## config.mk

```make
export PLATFORM = sky130hd
export DESIGN_NAME = pwm_timer
export DESIGN_NICKNAME = d
export VERILOG_FILES = /design/src/pwm_timer.v
export VERILOG_INCLUDE_DIRS = /design/src
export SDC_FILE = /design/constraint.sdc
export NUM_CORES = 1
export LEC_CHECK = 0
export BUFFER_PORTS_ARGS = -buffer_cell sky130_fd_sc_hd__clkbuf_2
export CAP_MARGIN = 5
export CORE_MARGIN = 5
export CORE_UTILIZATION = 60
export CTS_BUF_LIST = sky130_fd_sc_hd__clkbuf_8
export CTS_CLUSTER_SIZE = 30
export DETAILED_ROUTE_END_ITERATION = 6
export PLACE_DENSITY_LB_ADDON = 0.15
export SETUP_SLACK_MARGIN = 0.05
export SYNTH_ARGS = -nofsm -noshare
export SYNTH_HDL_FRONTEND = slang
export SYNTH_SLANG_ARGS = --single-unit
```

## constraint.sdc

```tcl
create_clock -name clock -period 3.6 [get_ports clock]
set_input_delay 1.08 -clock clock [delete_from_list [all_inputs] [get_ports clock]]
set_output_delay 1.08 -clock clock [all_outputs]
set_load 0.03 [all_outputs]
```

## src/pwm_timer_regs.vh

```
// register offsets, field positions, reset values and external prescale code of the pwm timer
`ifndef PWM_TIMER_REGS_VH
`define PWM_TIMER_REGS_VH
// word indices on the register bus
`define TSC_IDX 4'h0
`define CNTH_IDX 4'h1
`define CNTL_IDX 4'h2
`define MODH_IDX 4'h3
`define MODL_IDX 4'h4
`define SC0_IDX 4'h5
`define CH0H_IDX 4'h6
`define CH0L_IDX 4'h7
`define SC1_IDX 4'h8
`define CH1H_IDX 4'h9
`define CH1L_IDX 4'hA
// timer status control fields
`define TSC_OVF 7
`define TSC_OIE 6
`define TSC_HALT 5
`define TSC_CRST 4
`define TSC_PS_HI 2
// channel status control fields
`define SC_FLAG 7
`define SC_IE 6
`define SC_MSB 5
`define SC_MSA 4
`define SC_ELB 3
`define SC_ELA 2
`define SC_TOV 1
`define SC_MAX 0
// reset values
`define TSC_RST 8'h20
`define MOD_RST 16'hFFFF
`define SC_RST 8'h00
// prescale code selecting the external clock pin
`define PS_EXT 3'h7
`endif

```

## src/pwm_timer.v

```verilog
// two-channel 16-bit timer with buffered pwm output compare and avalon-mm register slave
//
// Summary of operation
// link bit pairs channels, channel 0 first
// channel 1 write takes over at overflow
// each overflow selects last written set
// linked: channel 0 control, channel 1 ignored
// linked: channel 1 pin released to gpio
// link bit beats lower mode bit
// toggle pin at modulo overflow
// compare match applies set or clear
// modulo 255 divide one: 256 clocks
// compare 128 of 256 gives half
// software times unbuffered width updates
// software avoids toggle on compare
// software leaves active set unwritten
// software halts, programs, then releases
// mode 01 unbuffered, 10 buffered
// edge level 10 clears, 11 sets
// no overflow toggle gives 0% duty
// max duty without toggle gives 100%
// overflow flag, gated overflow interrupt
// channel flag on compare, gated interrupt
// wait mode runs, bus locked out
// stop mode freezes all state
// prescale 1 to 64, code 7 external
// counter reset clears counter, prescaler
//
// The implementer's own choices: the Avalon-MM slave port and the address map.
`timescale 1ns/1ps
`include "pwm_timer_regs.vh"
module pwm_timer
#(
  parameter CNT_W = 16
)
(
  // clock and reset
  input wire clock,
  input wire arst_n,
  // power modes
  input wire wait_mode,
  input wire stop_mode,
  // external timer clock pin
  input wire external_timer_clock_pin,
  // avalon-mm slave
  input wire [5:0] avs_address,
  input wire avs_read,
  input wire avs_write,
  input wire [31:0] avs_writedata,
  output reg [31:0] avs_readdata,
  output reg avs_waitrequest,
  // channel pins
  output reg channel0_pin,
  output reg channel0_pin_oe,
  output reg channel1_pin,
  output reg channel1_pin_oe,
  // interrupt requests
  output reg overflow_irq_ff,
  output reg ch0_irq_ff,
  output reg ch1_irq_ff
);

////////////////////////////////////////////////////////////////////////////////
// design notes
// bus: a request is taken at the first edge it is seen
// bus: waitrequest drops for one cycle, one wait state
// bus: write lands at that first edge, read data registered there
// bus: nothing is answered in wait or stop mode
// bus: only the low byte of each word carries data
// pairs: high byte write is held until the low byte
// pairs: modulo high write masks the overflow flag
// pairs: counter high read freezes the low byte
// counter: steps only on a prescaler tick
// counter: wraps to zero on the tick that meets the modulo
// counter: halt and stop both hold it and the prescaler
// counter: reset bit clears counter and prescaler only
// compare: matched against the next count value
// compare: so the pin is high for exactly the compare count
// compare: a compare of zero wins over the overflow toggle
// compare: so zero width gives a clean 0% output
// pins: two flops from tick to pin, internal and output
// pins: output enable follows the channel mode bits
// pins: linked pair drives channel 0, channel 1 released
// linked: channel 1 low byte write arms a handover
// linked: channel 0 low byte write arms the way back
// linked: handover happens only at an overflow
// linked: writing the active set acts as unbuffered
// flags: set wins over a clear in the same cycle
// flags: clear needs a read with the flag set, then a zero
// flags: an event between the two steps keeps the flag
// flags: any write to the register ends the sequence
// irq: requests are flag and enable, one cycle late
// irq: channel 1 request is masked while linked
// limits: external clock must be no faster than half the bus
// limits: the external pin is taken as synchronous

////////////////////////////////////////////////////////////////////////////////
// registers
reg overflow_flag_ff, overflow_irq_enable_ff, counter_halt_ff;
reg [2:0] prescale_select_ff;
reg [CNT_W-1:0] counter_ff, counter_modulo_value_ff;
reg [7:0] modh_buf_ff;
reg mod_pend_ff;
reg [7:0] cnth_latch_ff;
reg cnt_latched_ff;
reg [7:0] sc_ff [0:1];
reg [CNT_W-1:0] cmp_ff [0:1];
reg [7:0] chh_buf_ff [0:1];
reg active_sel_ff;
reg pending_sel_ff;
reg [6:0] presc_ff;
reg ext_d_ff;
reg ack_ff;
reg ovf_read_ff;
reg [1:0] chf_read_ff;
reg [1:0] pin_ff;

wire [3:0] idx = avs_address[5:2];
wire bus_ok = ~wait_mode & ~stop_mode;
wire wr = avs_write & bus_ok & ~ack_ff;
wire rd = avs_read & bus_ok & ~ack_ff;
wire [7:0] wd = avs_writedata[7:0];
wire link = sc_ff[0][`SC_MSB];
wire run = ~stop_mode & ~counter_halt_ff;
wire crst = wr && idx == `TSC_IDX && wd[`TSC_CRST];
// write strobes of the registers holding flags
wire wr_tsc = wr && idx == `TSC_IDX;
wire wr_sc0 = wr && idx == `SC0_IDX;
wire wr_sc1 = wr && idx == `SC1_IDX;

////////////////////////////////////////////////////////////////////////////////
// prescaler tap mask: low bits that must all be ones for a tick
reg [6:0] presc_mask;
always @*
begin
  presc_mask = 7'h00;
  case (prescale_select_ff)
    3'h0: presc_mask = 7'h00;
    3'h1: presc_mask = 7'h01;
    3'h2: presc_mask = 7'h03;
    3'h3: presc_mask = 7'h07;
    3'h4: presc_mask = 7'h0F;
    3'h5: presc_mask = 7'h1F;
    3'h6: presc_mask = 7'h3F;
    default: presc_mask = 7'h7F;
  endcase
end

// prescaler tick: bus divided by 2^code, or rising edge of external pin
reg tick;
always @*
begin
  tick = 1'b0;
  if (prescale_select_ff == `PS_EXT)
    tick = external_timer_clock_pin & ~ext_d_ff;
  else
    tick = (presc_ff & presc_mask) == presc_mask;
  tick = tick & run;
end

wire at_mod = counter_ff == counter_modulo_value_ff;
wire ovf = tick & at_mod;
wire [CNT_W-1:0] nxt_counter = ovf ? {CNT_W{1'b0}} : counter_ff + 1'b1;

////////////////////////////////////////////////////////////////////////////////
// compare match per channel; in linked mode the active set drives channel 0
wire [CNT_W-1:0] act_cmp = link ? cmp_ff[active_sel_ff] : cmp_ff[0];
wire [1:0] match;
// the next count is compared so that the width equals the compare value
assign match[0] = tick & (nxt_counter == act_cmp) & (sc_ff[0][`SC_MSB] | sc_ff[0][`SC_MSA]);
assign match[1] = tick & ~link & (nxt_counter == cmp_ff[1]) & sc_ff[1][`SC_MSA];

////////////////////////////////////////////////////////////////////////////////
// output state per channel
genvar g;
generate
  for (g = 0; g < 2; g = g + 1)
  begin : chan
    always @(posedge clock or negedge arst_n)
    begin
      if (!arst_n)
        pin_ff[g] <= 1'b0;
      else if (sc_ff[g][`SC_MAX] & ~sc_ff[g][`SC_TOV])
        pin_ff[g] <= 1'b1;
      else if (match[g] && sc_ff[g][`SC_ELB])
        pin_ff[g] <= sc_ff[g][`SC_ELA];
      else if (match[g] && sc_ff[g][`SC_ELA])
        pin_ff[g] <= ~pin_ff[g];
      else if (ovf && sc_ff[g][`SC_TOV])
        pin_ff[g] <= ~pin_ff[g];
    end
  end
endgenerate

////////////////////////////////////////////////////////////////////////////////
// bus, counter and control state
always @(posedge clock or negedge arst_n)
begin
  if (!arst_n)
  begin
    overflow_flag_ff <= 1'b0;
    overflow_irq_enable_ff <= 1'b0;
    counter_halt_ff <= 1'b1;
    prescale_select_ff <= 3'h0;
    counter_ff <= {CNT_W{1'b0}};
    counter_modulo_value_ff <= `MOD_RST;
    modh_buf_ff <= 8'h00;
    mod_pend_ff <= 1'b0;
    cnth_latch_ff <= 8'h00;
    cnt_latched_ff <= 1'b0;
    sc_ff[0] <= `SC_RST;
    sc_ff[1] <= `SC_RST;
    cmp_ff[0] <= {CNT_W{1'b0}};
    cmp_ff[1] <= {CNT_W{1'b0}};
    chh_buf_ff[0] <= 8'h00;
    chh_buf_ff[1] <= 8'h00;
    active_sel_ff <= 1'b0;
    pending_sel_ff <= 1'b0;
    presc_ff <= 7'h00;
    ext_d_ff <= 1'b0;
    ack_ff <= 1'b0;
    ovf_read_ff <= 1'b0;
    chf_read_ff <= 2'h0;
    avs_readdata <= 32'h0000_0000;
    avs_waitrequest <= 1'b1;
  end
  else
  begin
    // one wait state, then acknowledge for a single cycle
    ack_ff <= (avs_read | avs_write) & bus_ok & ~ack_ff;
    avs_waitrequest <= ~((avs_read | avs_write) & bus_ok & ~ack_ff);
    if (!stop_mode)
    begin
      ext_d_ff <= external_timer_clock_pin;
      if (run)
        presc_ff <= presc_ff + 7'h01;
      if (tick)
        counter_ff <= nxt_counter;
    end
    if (crst)
    begin
      counter_ff <= {CNT_W{1'b0}};
      presc_ff <= 7'h00;
    end
    // linked handover at overflow
    if (ovf && link)
      active_sel_ff <= pending_sel_ff;
    if (!link)
    begin
      active_sel_ff <= 1'b0;
      pending_sel_ff <= 1'b0;
    end
    // overflow flag: set wins over the two-step clear
    if (ovf && !mod_pend_ff)
      overflow_flag_ff <= 1'b1;
    else if (wr_tsc && ovf_read_ff && !wd[`TSC_OVF])
      overflow_flag_ff <= 1'b0;
    if (match[0])
      sc_ff[0][`SC_FLAG] <= 1'b1;
    else if (wr_sc0 && chf_read_ff[0] && !wd[`SC_FLAG])
      sc_ff[0][`SC_FLAG] <= 1'b0;
    if (match[1])
      sc_ff[1][`SC_FLAG] <= 1'b1;
    else if (wr_sc1 && chf_read_ff[1] && !wd[`SC_FLAG])
      sc_ff[1][`SC_FLAG] <= 1'b0;
    // an event or a completed write ends a pending two-step clear
    if (ovf || wr_tsc)
      ovf_read_ff <= 1'b0;
    if (match[0] || wr_sc0)
      chf_read_ff[0] <= 1'b0;
    if (match[1] || wr_sc1)
      chf_read_ff[1] <= 1'b0;
    // register writes
    if (wr)
    begin
      if (idx == `TSC_IDX)
      begin
        overflow_irq_enable_ff <= wd[`TSC_OIE];
        counter_halt_ff <= wd[`TSC_HALT];
        prescale_select_ff <= wd[`TSC_PS_HI:0];
      end
      else if (idx == `MODH_IDX)
      begin
        modh_buf_ff <= wd;
        mod_pend_ff <= 1'b1;
      end
      else if (idx == `MODL_IDX)
      begin
        counter_modulo_value_ff <= {modh_buf_ff, wd};
        mod_pend_ff <= 1'b0;
      end
      else if (idx == `SC0_IDX)
        sc_ff[0][6:0] <= wd[6:0];
      else if (idx == `CH0H_IDX)
        chh_buf_ff[0] <= wd;
      else if (idx == `CH0L_IDX)
      begin
        cmp_ff[0] <= {chh_buf_ff[0], wd};
        pending_sel_ff <= 1'b0;
      end
      else if (idx == `SC1_IDX)
        sc_ff[1][6:0] <= {wd[6], 1'b0, wd[4:0]};
      else if (idx == `CH1H_IDX)
        chh_buf_ff[1] <= wd;
      else if (idx == `CH1L_IDX)
      begin
        cmp_ff[1] <= {chh_buf_ff[1], wd};
        pending_sel_ff <= link;
      end
    end
    // reads: status arming for two-step clears and counter latch
    if (rd)
    begin
      avs_readdata <= 32'h0000_0000;
      if (idx == `TSC_IDX)
      begin
        avs_readdata[7:0] <= {overflow_flag_ff, overflow_irq_enable_ff, counter_halt_ff, 1'b0, 1'b0,
                              prescale_select_ff};
        ovf_read_ff <= overflow_flag_ff & ~ovf;
      end
      else if (idx == `CNTH_IDX)
      begin
        avs_readdata[7:0] <= counter_ff[15:8];
        cnth_latch_ff <= counter_ff[7:0];
        cnt_latched_ff <= 1'b1;
      end
      else if (idx == `CNTL_IDX)
      begin
        avs_readdata[7:0] <= cnt_latched_ff ? cnth_latch_ff : counter_ff[7:0];
        cnt_latched_ff <= 1'b0;
      end
      else if (idx == `MODH_IDX)
        avs_readdata[7:0] <= counter_modulo_value_ff[15:8];
      else if (idx == `MODL_IDX)
        avs_readdata[7:0] <= counter_modulo_value_ff[7:0];
      else if (idx == `SC0_IDX)
      begin
        avs_readdata[7:0] <= sc_ff[0];
        chf_read_ff[0] <= sc_ff[0][`SC_FLAG] & ~match[0];
      end
      else if (idx == `CH0H_IDX)
        avs_readdata[7:0] <= cmp_ff[0][15:8];
      else if (idx == `CH0L_IDX)
        avs_readdata[7:0] <= cmp_ff[0][7:0];
      else if (idx == `SC1_IDX)
      begin
        avs_readdata[7:0] <= sc_ff[1];
        chf_read_ff[1] <= sc_ff[1][`SC_FLAG] & ~match[1];
      end
      else if (idx == `CH1H_IDX)
        avs_readdata[7:0] <= cmp_ff[1][15:8];
      else if (idx == `CH1L_IDX)
        avs_readdata[7:0] <= cmp_ff[1][7:0];
    end
  end
end

////////////////////////////////////////////////////////////////////////////////
// registered pins and interrupt requests
always @(posedge clock or negedge arst_n)
begin
  if (!arst_n)
  begin
    channel0_pin <= 1'b0;
    channel0_pin_oe <= 1'b0;
    channel1_pin <= 1'b0;
    channel1_pin_oe <= 1'b0;
    overflow_irq_ff <= 1'b0;
    ch0_irq_ff <= 1'b0;
    ch1_irq_ff <= 1'b0;
  end
  else
  begin
    channel0_pin <= pin_ff[0];
    channel0_pin_oe <= sc_ff[0][`SC_MSB] | sc_ff[0][`SC_MSA];
    channel1_pin <= pin_ff[1];
    channel1_pin_oe <= ~link & sc_ff[1][`SC_MSA];
    overflow_irq_ff <= overflow_flag_ff & overflow_irq_enable_ff;
    ch0_irq_ff <= sc_ff[0][`SC_FLAG] & sc_ff[0][`SC_IE];
    ch1_irq_ff <= sc_ff[1][`SC_FLAG] & sc_ff[1][`SC_IE] & ~link;
  end
end

endmodule // pwm_timer

```

Yosys cells after proc, flatten, opt, wreduce, memory -nomap -nowiden
Cells that the tools add are included.
Widths: inputs -> output; s select.
{ "op_classes": {"addsub": 2, "n_lt_le_gt_ge": 1, "n_eq_ne": 23, "n_mux": 72, "bitwise": 52, "n_reduce_logical": 48} }
{ "op_table": {"columns": ["operator", "count"], "rows": [
  ["$mux 16", 8],
  ["$mux 8", 12],
  ["$pmux 7 s7", 1],
  ["$eq 16x16->1", 3],
  ["$mux 1", 42],
  ["$and 1x1->1", 26],
  ["$not 1->1", 22],
  ["$mux 7", 3],
  ["$logic_and 1x1->1", 18],
  ["$add 16x1->16 const B", 1],
  ["$eq 4x3->1 const B", 4],
  ["$reduce_bool 2->1", 7],
  ["$eq 3x3->1 const B", 4],
  ["$eq 4x4->1 const B", 3],
  ["$mux 2", 6],
  ["$reduce_and 3->1", 4],
  ["$reduce_and 10->1", 1],
  ["$reduce_and 9->1", 1],
  ["$eq 4x2->1 const B", 2],
  ["$reduce_and 8->1", 1],
  ["$reduce_bool 4->1", 2],
  ["$add 7x1->7 const B", 1],
  ["$and 7x7->7", 1],
  ["$eq 7x7->1", 1],
  ["16 further kinds", 24]
]} }
{ "word_totals": {"register_bits": 151} }

Longest topological paths before layout
{ "depth": {"depth_word": 23, "mapped_depth": 11, "mapped_depth_nobuf": 9} }

Least setup slack after synthesis
OpenSTA, ideal clock, no wires.
{ "synth_path": {"path_type": "in2reg", "from": "in stop_mode", "to": "reg pin_ff[0]", "setup_time_ps": 136, "arrival_ps": 2919, "required_time_ps": 3464, "slack_ps": 545, "stages": 9, "n_path_buf": 1, "cell_sequence": "nor2_1 > o2111ai_1 > a2bb2oi_1 > nor2_1 > buf_2 > o211ai_1 > a221o_1 > nor3_1 > a2bb2oi_1"} }
{ "synth_between": {"elab_chain_cells": 12} }
{ "synth_rtl": {"columns": ["element", "line_no", "source"], "rows": [
  ["from (decl)", "pwm_timer.v:42", "input wire stop_mode,"],
  ["$not 1->1 *", "pwm_timer.v:124", "wire run = ~stop_mode & ~counter_halt_ff;"],
  ["$and 1x1->1 *", "pwm_timer.v:124", null],
  ["$and 1x1->1 *", "pwm_timer.v:158", "tick = tick & run;"],
  ["$and 1x1->1", "pwm_timer.v:162", "wire ovf = tick & at_mod;"],
  ["$mux 16", "pwm_timer.v:163", "wire [CNT_W-1:0] nxt_counter = ovf ? {CNT_W{1'b0}} : counter_ff + 1'b1;"],
  ["$eq 16x16->1", "pwm_timer.v:170", "assign match[0] = tick & (nxt_counter == act_cmp) & (sc_ff[0][`SC_MSB] | sc_ff[0][`SC_MSA]);"],
  ["$and 1x1->1 (2 in a row)", "pwm_timer.v:170", null],
  ["$logic_and 1x1->1", "pwm_timer.v:187", "else if (match[g] && sc_ff[g][`SC_ELA])"],
  ["$mux 1", "pwm_timer.v:187", null],
  ["$mux 1", "pwm_timer.v:185", "else if (match[g] && sc_ff[g][`SC_ELB])"],
  ["$mux 1", "pwm_timer.v:183", "else if (sc_ff[g][`SC_MAX] & ~sc_ff[g][`SC_TOV])"],
  ["to (signal, indexed assignment)", "pwm_timer.v:186", "pin_ff[g] <= sc_ff[g][`SC_ELA];"],
  ["to (signal, indexed assignment)", "pwm_timer.v:188", "pin_ff[g] <= ~pin_ff[g];"],
  ["to (signal, indexed assignment)", "pwm_timer.v:190", "pin_ff[g] <= ~pin_ff[g];"],
  ["to (decl)", "pwm_timer.v:116", "reg [1:0] pin_ff;"]
]} }
Every way passes the cells marked *; elsewhere a longest branch is shown, timed or not.
A chain may end at the register's enable or synchronous reset.

Final worst setup path
{ "layout_path": {"from": "reg counter_ff[7]", "to": "reg pin_ff[0]"} }
{ "layout_between": {"elab_chain_cells": 10} }
{ "layout_rtl": {"columns": ["element", "line_no", "source"], "rows": [
  ["from (decl)", "pwm_timer.v:101", "reg [CNT_W-1:0] counter_ff, counter_modulo_value_ff;"],
  ["from (signal assigned)", "pwm_timer.v:205", "counter_ff <= {CNT_W{1'b0}};"],
  ["from (signal assigned)", "pwm_timer.v:238", "counter_ff <= nxt_counter;"],
  ["from (signal assigned)", "pwm_timer.v:242", "counter_ff <= {CNT_W{1'b0}};"],
  ["branches (longest 10 deep; another with $add 16x1->16)", null, null]
]} }
Several ways; the timed one is not identified.

==> results list <==
* Total Routed Length: 26.8 mm
- Wire length of the first global-routing pass: 41.3 mm
- Maximum number of pins on one net before global-route repair: 85
* Fraction of layout cells with a size suffix above 1: 26.4%
* Number of iterations in the first detailed-routing pass: 6
- Normalized max-slew margin: 42.0%
- Met1 WL: 11.0 mm
- After the last flow step, the layout net total stands at 933.
- Slew at the pin closest to its max-slew limit: 0.870 ns
- TritonCTS clock tree: yes
- After synthesis, the largest area contributor takes up 38.3% of total cell area.
* Tightest Hold Check Type: reg2reg
- Pin placement for this block handled 85 I/O pins.
- During synthesis, Yosys emitted a total of 0 warnings.
* Met3 layer wire length in the routed design: 2.61 mm
* Post-detailed-route DRC marker count: 0
- Half-perimeter wire length of the detailed placement result: 19.6 mm
* Die span in y: 130 um
- Of the synthesized area, sequential elements account for 43.8%.
* Max Root-Sink Buffers: 2
* Outcome: finished clean
* Fin Clk Skew: 0.0102 ns
- Number of I/O port buffers: 34
- Sink count of the clock tree: 150
- By area the synthesized netlist is led by sky130_fd_sc_hd__dfrtp_1 (38%), sky130_fd_sc_hd__mux2_2 (13%), sky130_fd_sc_hd__dfstp_2 (5.5%).
- Data arrives at the worst endpoint at 3.71 ns.
- After detailed routing, no signal wire sits above met4.
- IR drop worst, VDD: 303 uV
* Starting DRT DRC Count: 996
* # hold bufs at CTS: 0
- For this run, the total global-route usage over all layers was measured as 32.9%.
* Critical path endpoint category: register
- Dominant cell type by area after synthesis: sky130_fd_sc_hd__dfrtp_1
* Count of placed standard cells in the final layout, fillers left out: 1079
- Setup repair after global routing left no endpoint under its margin.
- Summed over all nets, wire length on met2 after detailed routing comes to 12.0 mm.
- CTS built an H-tree with a depth of 4.
* Maximum clock frequency: 301 MHz
- Setup violations remaining at the end of the flow were counted as 0.
- Most used DFF post-synth: sky130_fd_sc_hd__dfrtp_1
* CTS Buf Count: 17
* Period minus WS final: 3.33 ns
- Routed wire per std cell: 24.8 um
- Cell variety after synth: 73
* Core occupancy in the finished layout: 67.5%
- Areal power density over the cells: 512 nW/um^2
* Drt via density: 6.76
- In this run the remaining antenna-violating nets after routing total 0.
- Post-Synthesis Cells: 842
- At the worst endpoint, the required time is 3.99 ns.
* Signed area change from the synthesized netlist to the final layout: 9.53%
- The worst setup path is of the reg2reg kind.
- Synth Area per Inst: 10.2 um^2
* Clock insertion delay at the later pin of the skew report: 0.46 ns
* Overall die area: 16900 um^2
- For the final routed database, the setup TNS stands at 0 ns.
- Routability Congestion: 1.02
- Count of max-cap constraint violations: 0
- Static leakage power: 0.00440 uW
- Share of the clock period used by the worst path after layout: 92.4%
- Rows: 43
- The worst setup path is launched from a register.
* Std-Cell Core Area: 14000 um^2
- Initial Util: 61.7%
- Summing every instance area after synthesis gives 8620 um^2.
- Largest fanout on the critical path: 10
- After global routing the overflow that remains totals 0.
* Clk Tree Root Cell: sky130_fd_sc_hd__clkbuf_8
- Overall via count from detail_route: 7291
- In this run, synthesis produced a sequential element count of 150.
- Number of synthesized flops with an enable pin: 0
- Proportion of synthesized flip-flops having asynchronous set or reset: 100%
- After detailed placement, the design holds a cell count of 1047.
* Floorplan die width: 130 um
* Number of antenna violations at the first check in global routing: 0
- Clock transition at path regs: 0.08 ns
- Vias in the first global route: 7089
- Hold Fails Final Rpt: 0
* Count of antenna diodes in the layout: 0
- Max-slew violation count: 0
[synthesized netlist by cell type, drive strengths merged, types with 14 or more instances]
cell type	count
nand2	72
clkbuf	31
nand3	26
a21oi	45
mux2	101
dfstp	18
buf	44
dfrtp	132
mux2i	26
nor2	50
nor4	14
o21ai	50
xnor2	17
xor2	27
nor3	20
[logic make-up after synthesis]
kind of cell / Yosys count / synth area share (%)
buffers and inverters: 88 / 5.38
other: 1 / 0.0435
AOI/OAI and AO/OA: 181 / 13.6
adders and majority gates: 2 / 0.290
and+or+nand+nor: 244 / 14.9
DFF: 150 / 43.8
xor gates and xnor gates: 49 / 5.77
muxes: 127 / 16.2
[flip-flops by register name, summed over array words and instances, names as in the netlist, 2 cells and up]
register,flops
counter_modulo_value_ff,16
prescale_select_ff,3
avs_readdata,8
presc_ff,6
cmp_ff,32
sc_ff,14
cnth_latch_ff,8
chh_buf_ff,16
chf_read_ff,2
modh_buf_ff,8
counter_ff,16
pin_ff,2
[cells in the final DEF (no fill, tap or decap), types with 5 or more instances in the layout]
master	synthesis	final
sky130_fd_sc_hd__mux2i_1	26	26
sky130_fd_sc_hd__nand2_1	72	72
sky130_fd_sc_hd__o22ai_1	7	7
sky130_fd_sc_hd__clkbuf_2	2	33
sky130_fd_sc_hd__nor3_1	20	19
sky130_fd_sc_hd__a21oi_1	45	45
sky130_fd_sc_hd__o21ai_0	50	50
sky130_fd_sc_hd__conb_1	1	24
sky130_fd_sc_hd__dfstp_2	18	18
sky130_fd_sc_hd__nor4_1	12	12
sky130_fd_sc_hd__o221ai_1	7	7
sky130_fd_sc_hd__nand3b_1	5	5
sky130_fd_sc_hd__nor2_1	50	50
sky130_fd_sc_hd__a211oi_1	5	5
sky130_fd_sc_hd__nand3_1	25	25
sky130_fd_sc_hd__clkbuf_8	0	18
sky130_fd_sc_hd__a21boi_0	6	6
sky130_fd_sc_hd__a31oi_1	5	5
sky130_fd_sc_hd__and3_1	5	5
sky130_fd_sc_hd__nand2b_1	8	8
sky130_fd_sc_hd__nand4b_1	8	8
sky130_fd_sc_hd__and2_1	6	6
sky130_fd_sc_hd__dfrtp_1	132	131
sky130_fd_sc_hd__a22oi_1	6	6
sky130_fd_sc_hd__xor2_1	27	27
sky130_fd_sc_hd__a221oi_1	7	7
sky130_fd_sc_hd__xnor2_1	17	17
sky130_fd_sc_hd__nand4_1	9	9
sky130_fd_sc_hd__buf_4	29	42
sky130_fd_sc_hd__a32oi_1	8	8
sky130_fd_sc_hd__inv_1	13	16
sky130_fd_sc_hd__mux2_2	101	101
sky130_fd_sc_hd__xnor3_1	5	5
[path summary, 6_finish.rpt]
path	start	end	slack (ns)	cells past startpoint
worst max-delay path	counter_ff[7]	pin_ff[0]	0.27	8
worst min-delay path	pin_ff[1]	channel1_pin	0.47	0
worst max register to register	counter_ff[7]	pin_ff[0]	0.27	8
worst min register to register	pin_ff[1]	channel1_pin	0.47	0
max in group asynchronous	arst_n	avs_waitrequest	2.33	2
min in group asynchronous	arst_n	presc_ff[2]	0.48	1
[layer usage]
layer	track usage (%)	up-vias
li1	-	3123
met1	45.5	3636
met2	50.7	441
met3	6.67	91
met4	13.9	0
met5	0	-
[repair_timing]
item	in CTS	in global routing
setup buffers	0	0
resized for setup	0	1
endpoints found under the setup margin	0	1
[worst max-delay path: stages, from the launching register on]
cell and delay (ns):
sky130_fd_sc_hd__dfrtp_1 0.77, sky130_fd_sc_hd__nand3_1 0.21, sky130_fd_sc_hd__nor4_1 0.47, sky130_fd_sc_hd__xnor2_1 0.32
sky130_fd_sc_hd__o221ai_1 0.25, sky130_fd_sc_hd__a222oi_1 0.38, sky130_fd_sc_hd__nand4b_1 0.30, sky130_fd_sc_hd__nor4_1 0.38
sky130_fd_sc_hd__a2bb2oi_1 0.17
[through the flow]
| step | hold slack, ns | total power [uW] | cell area (um^2) | setup slack, ns |
|---|---|---|---|---|
| 3_3_place_gp | 0.432 | 3430 | 9040 | 0.189 |
| 3_5_place_dp | 0.449 | 3470 | 9040 | 0.116 |
| 5_1_grt | 0.485 | 5040 | 9450 | 0.0683 |
| 4_1_cts | 0.467 | 4810 | 9450 | 0.364 |
| 2_1_floorplan | 0.413 | 2980 | 8710 | 0.545 |
| 6_report | 0.472 | 4840 | 9450 | 0.274 |
[where the power goes]
group	total, uW	internal (uW)	switching (uW)
Combinational	1320	505	819
Sequential	2160	1910	247
Clock	1350	698	656
[cell type report]
type                       instances  area, um^2
clock inverter                    14         160
timing repair buffer              77         512
tap                              180         225
inverter                          13        48.8
clock buffer                      18         248
multi-input combinational        627        4480
sequential                       150        3780
fill                            1085        4540
Note: power is estimated with default switching activity, not from simulation.
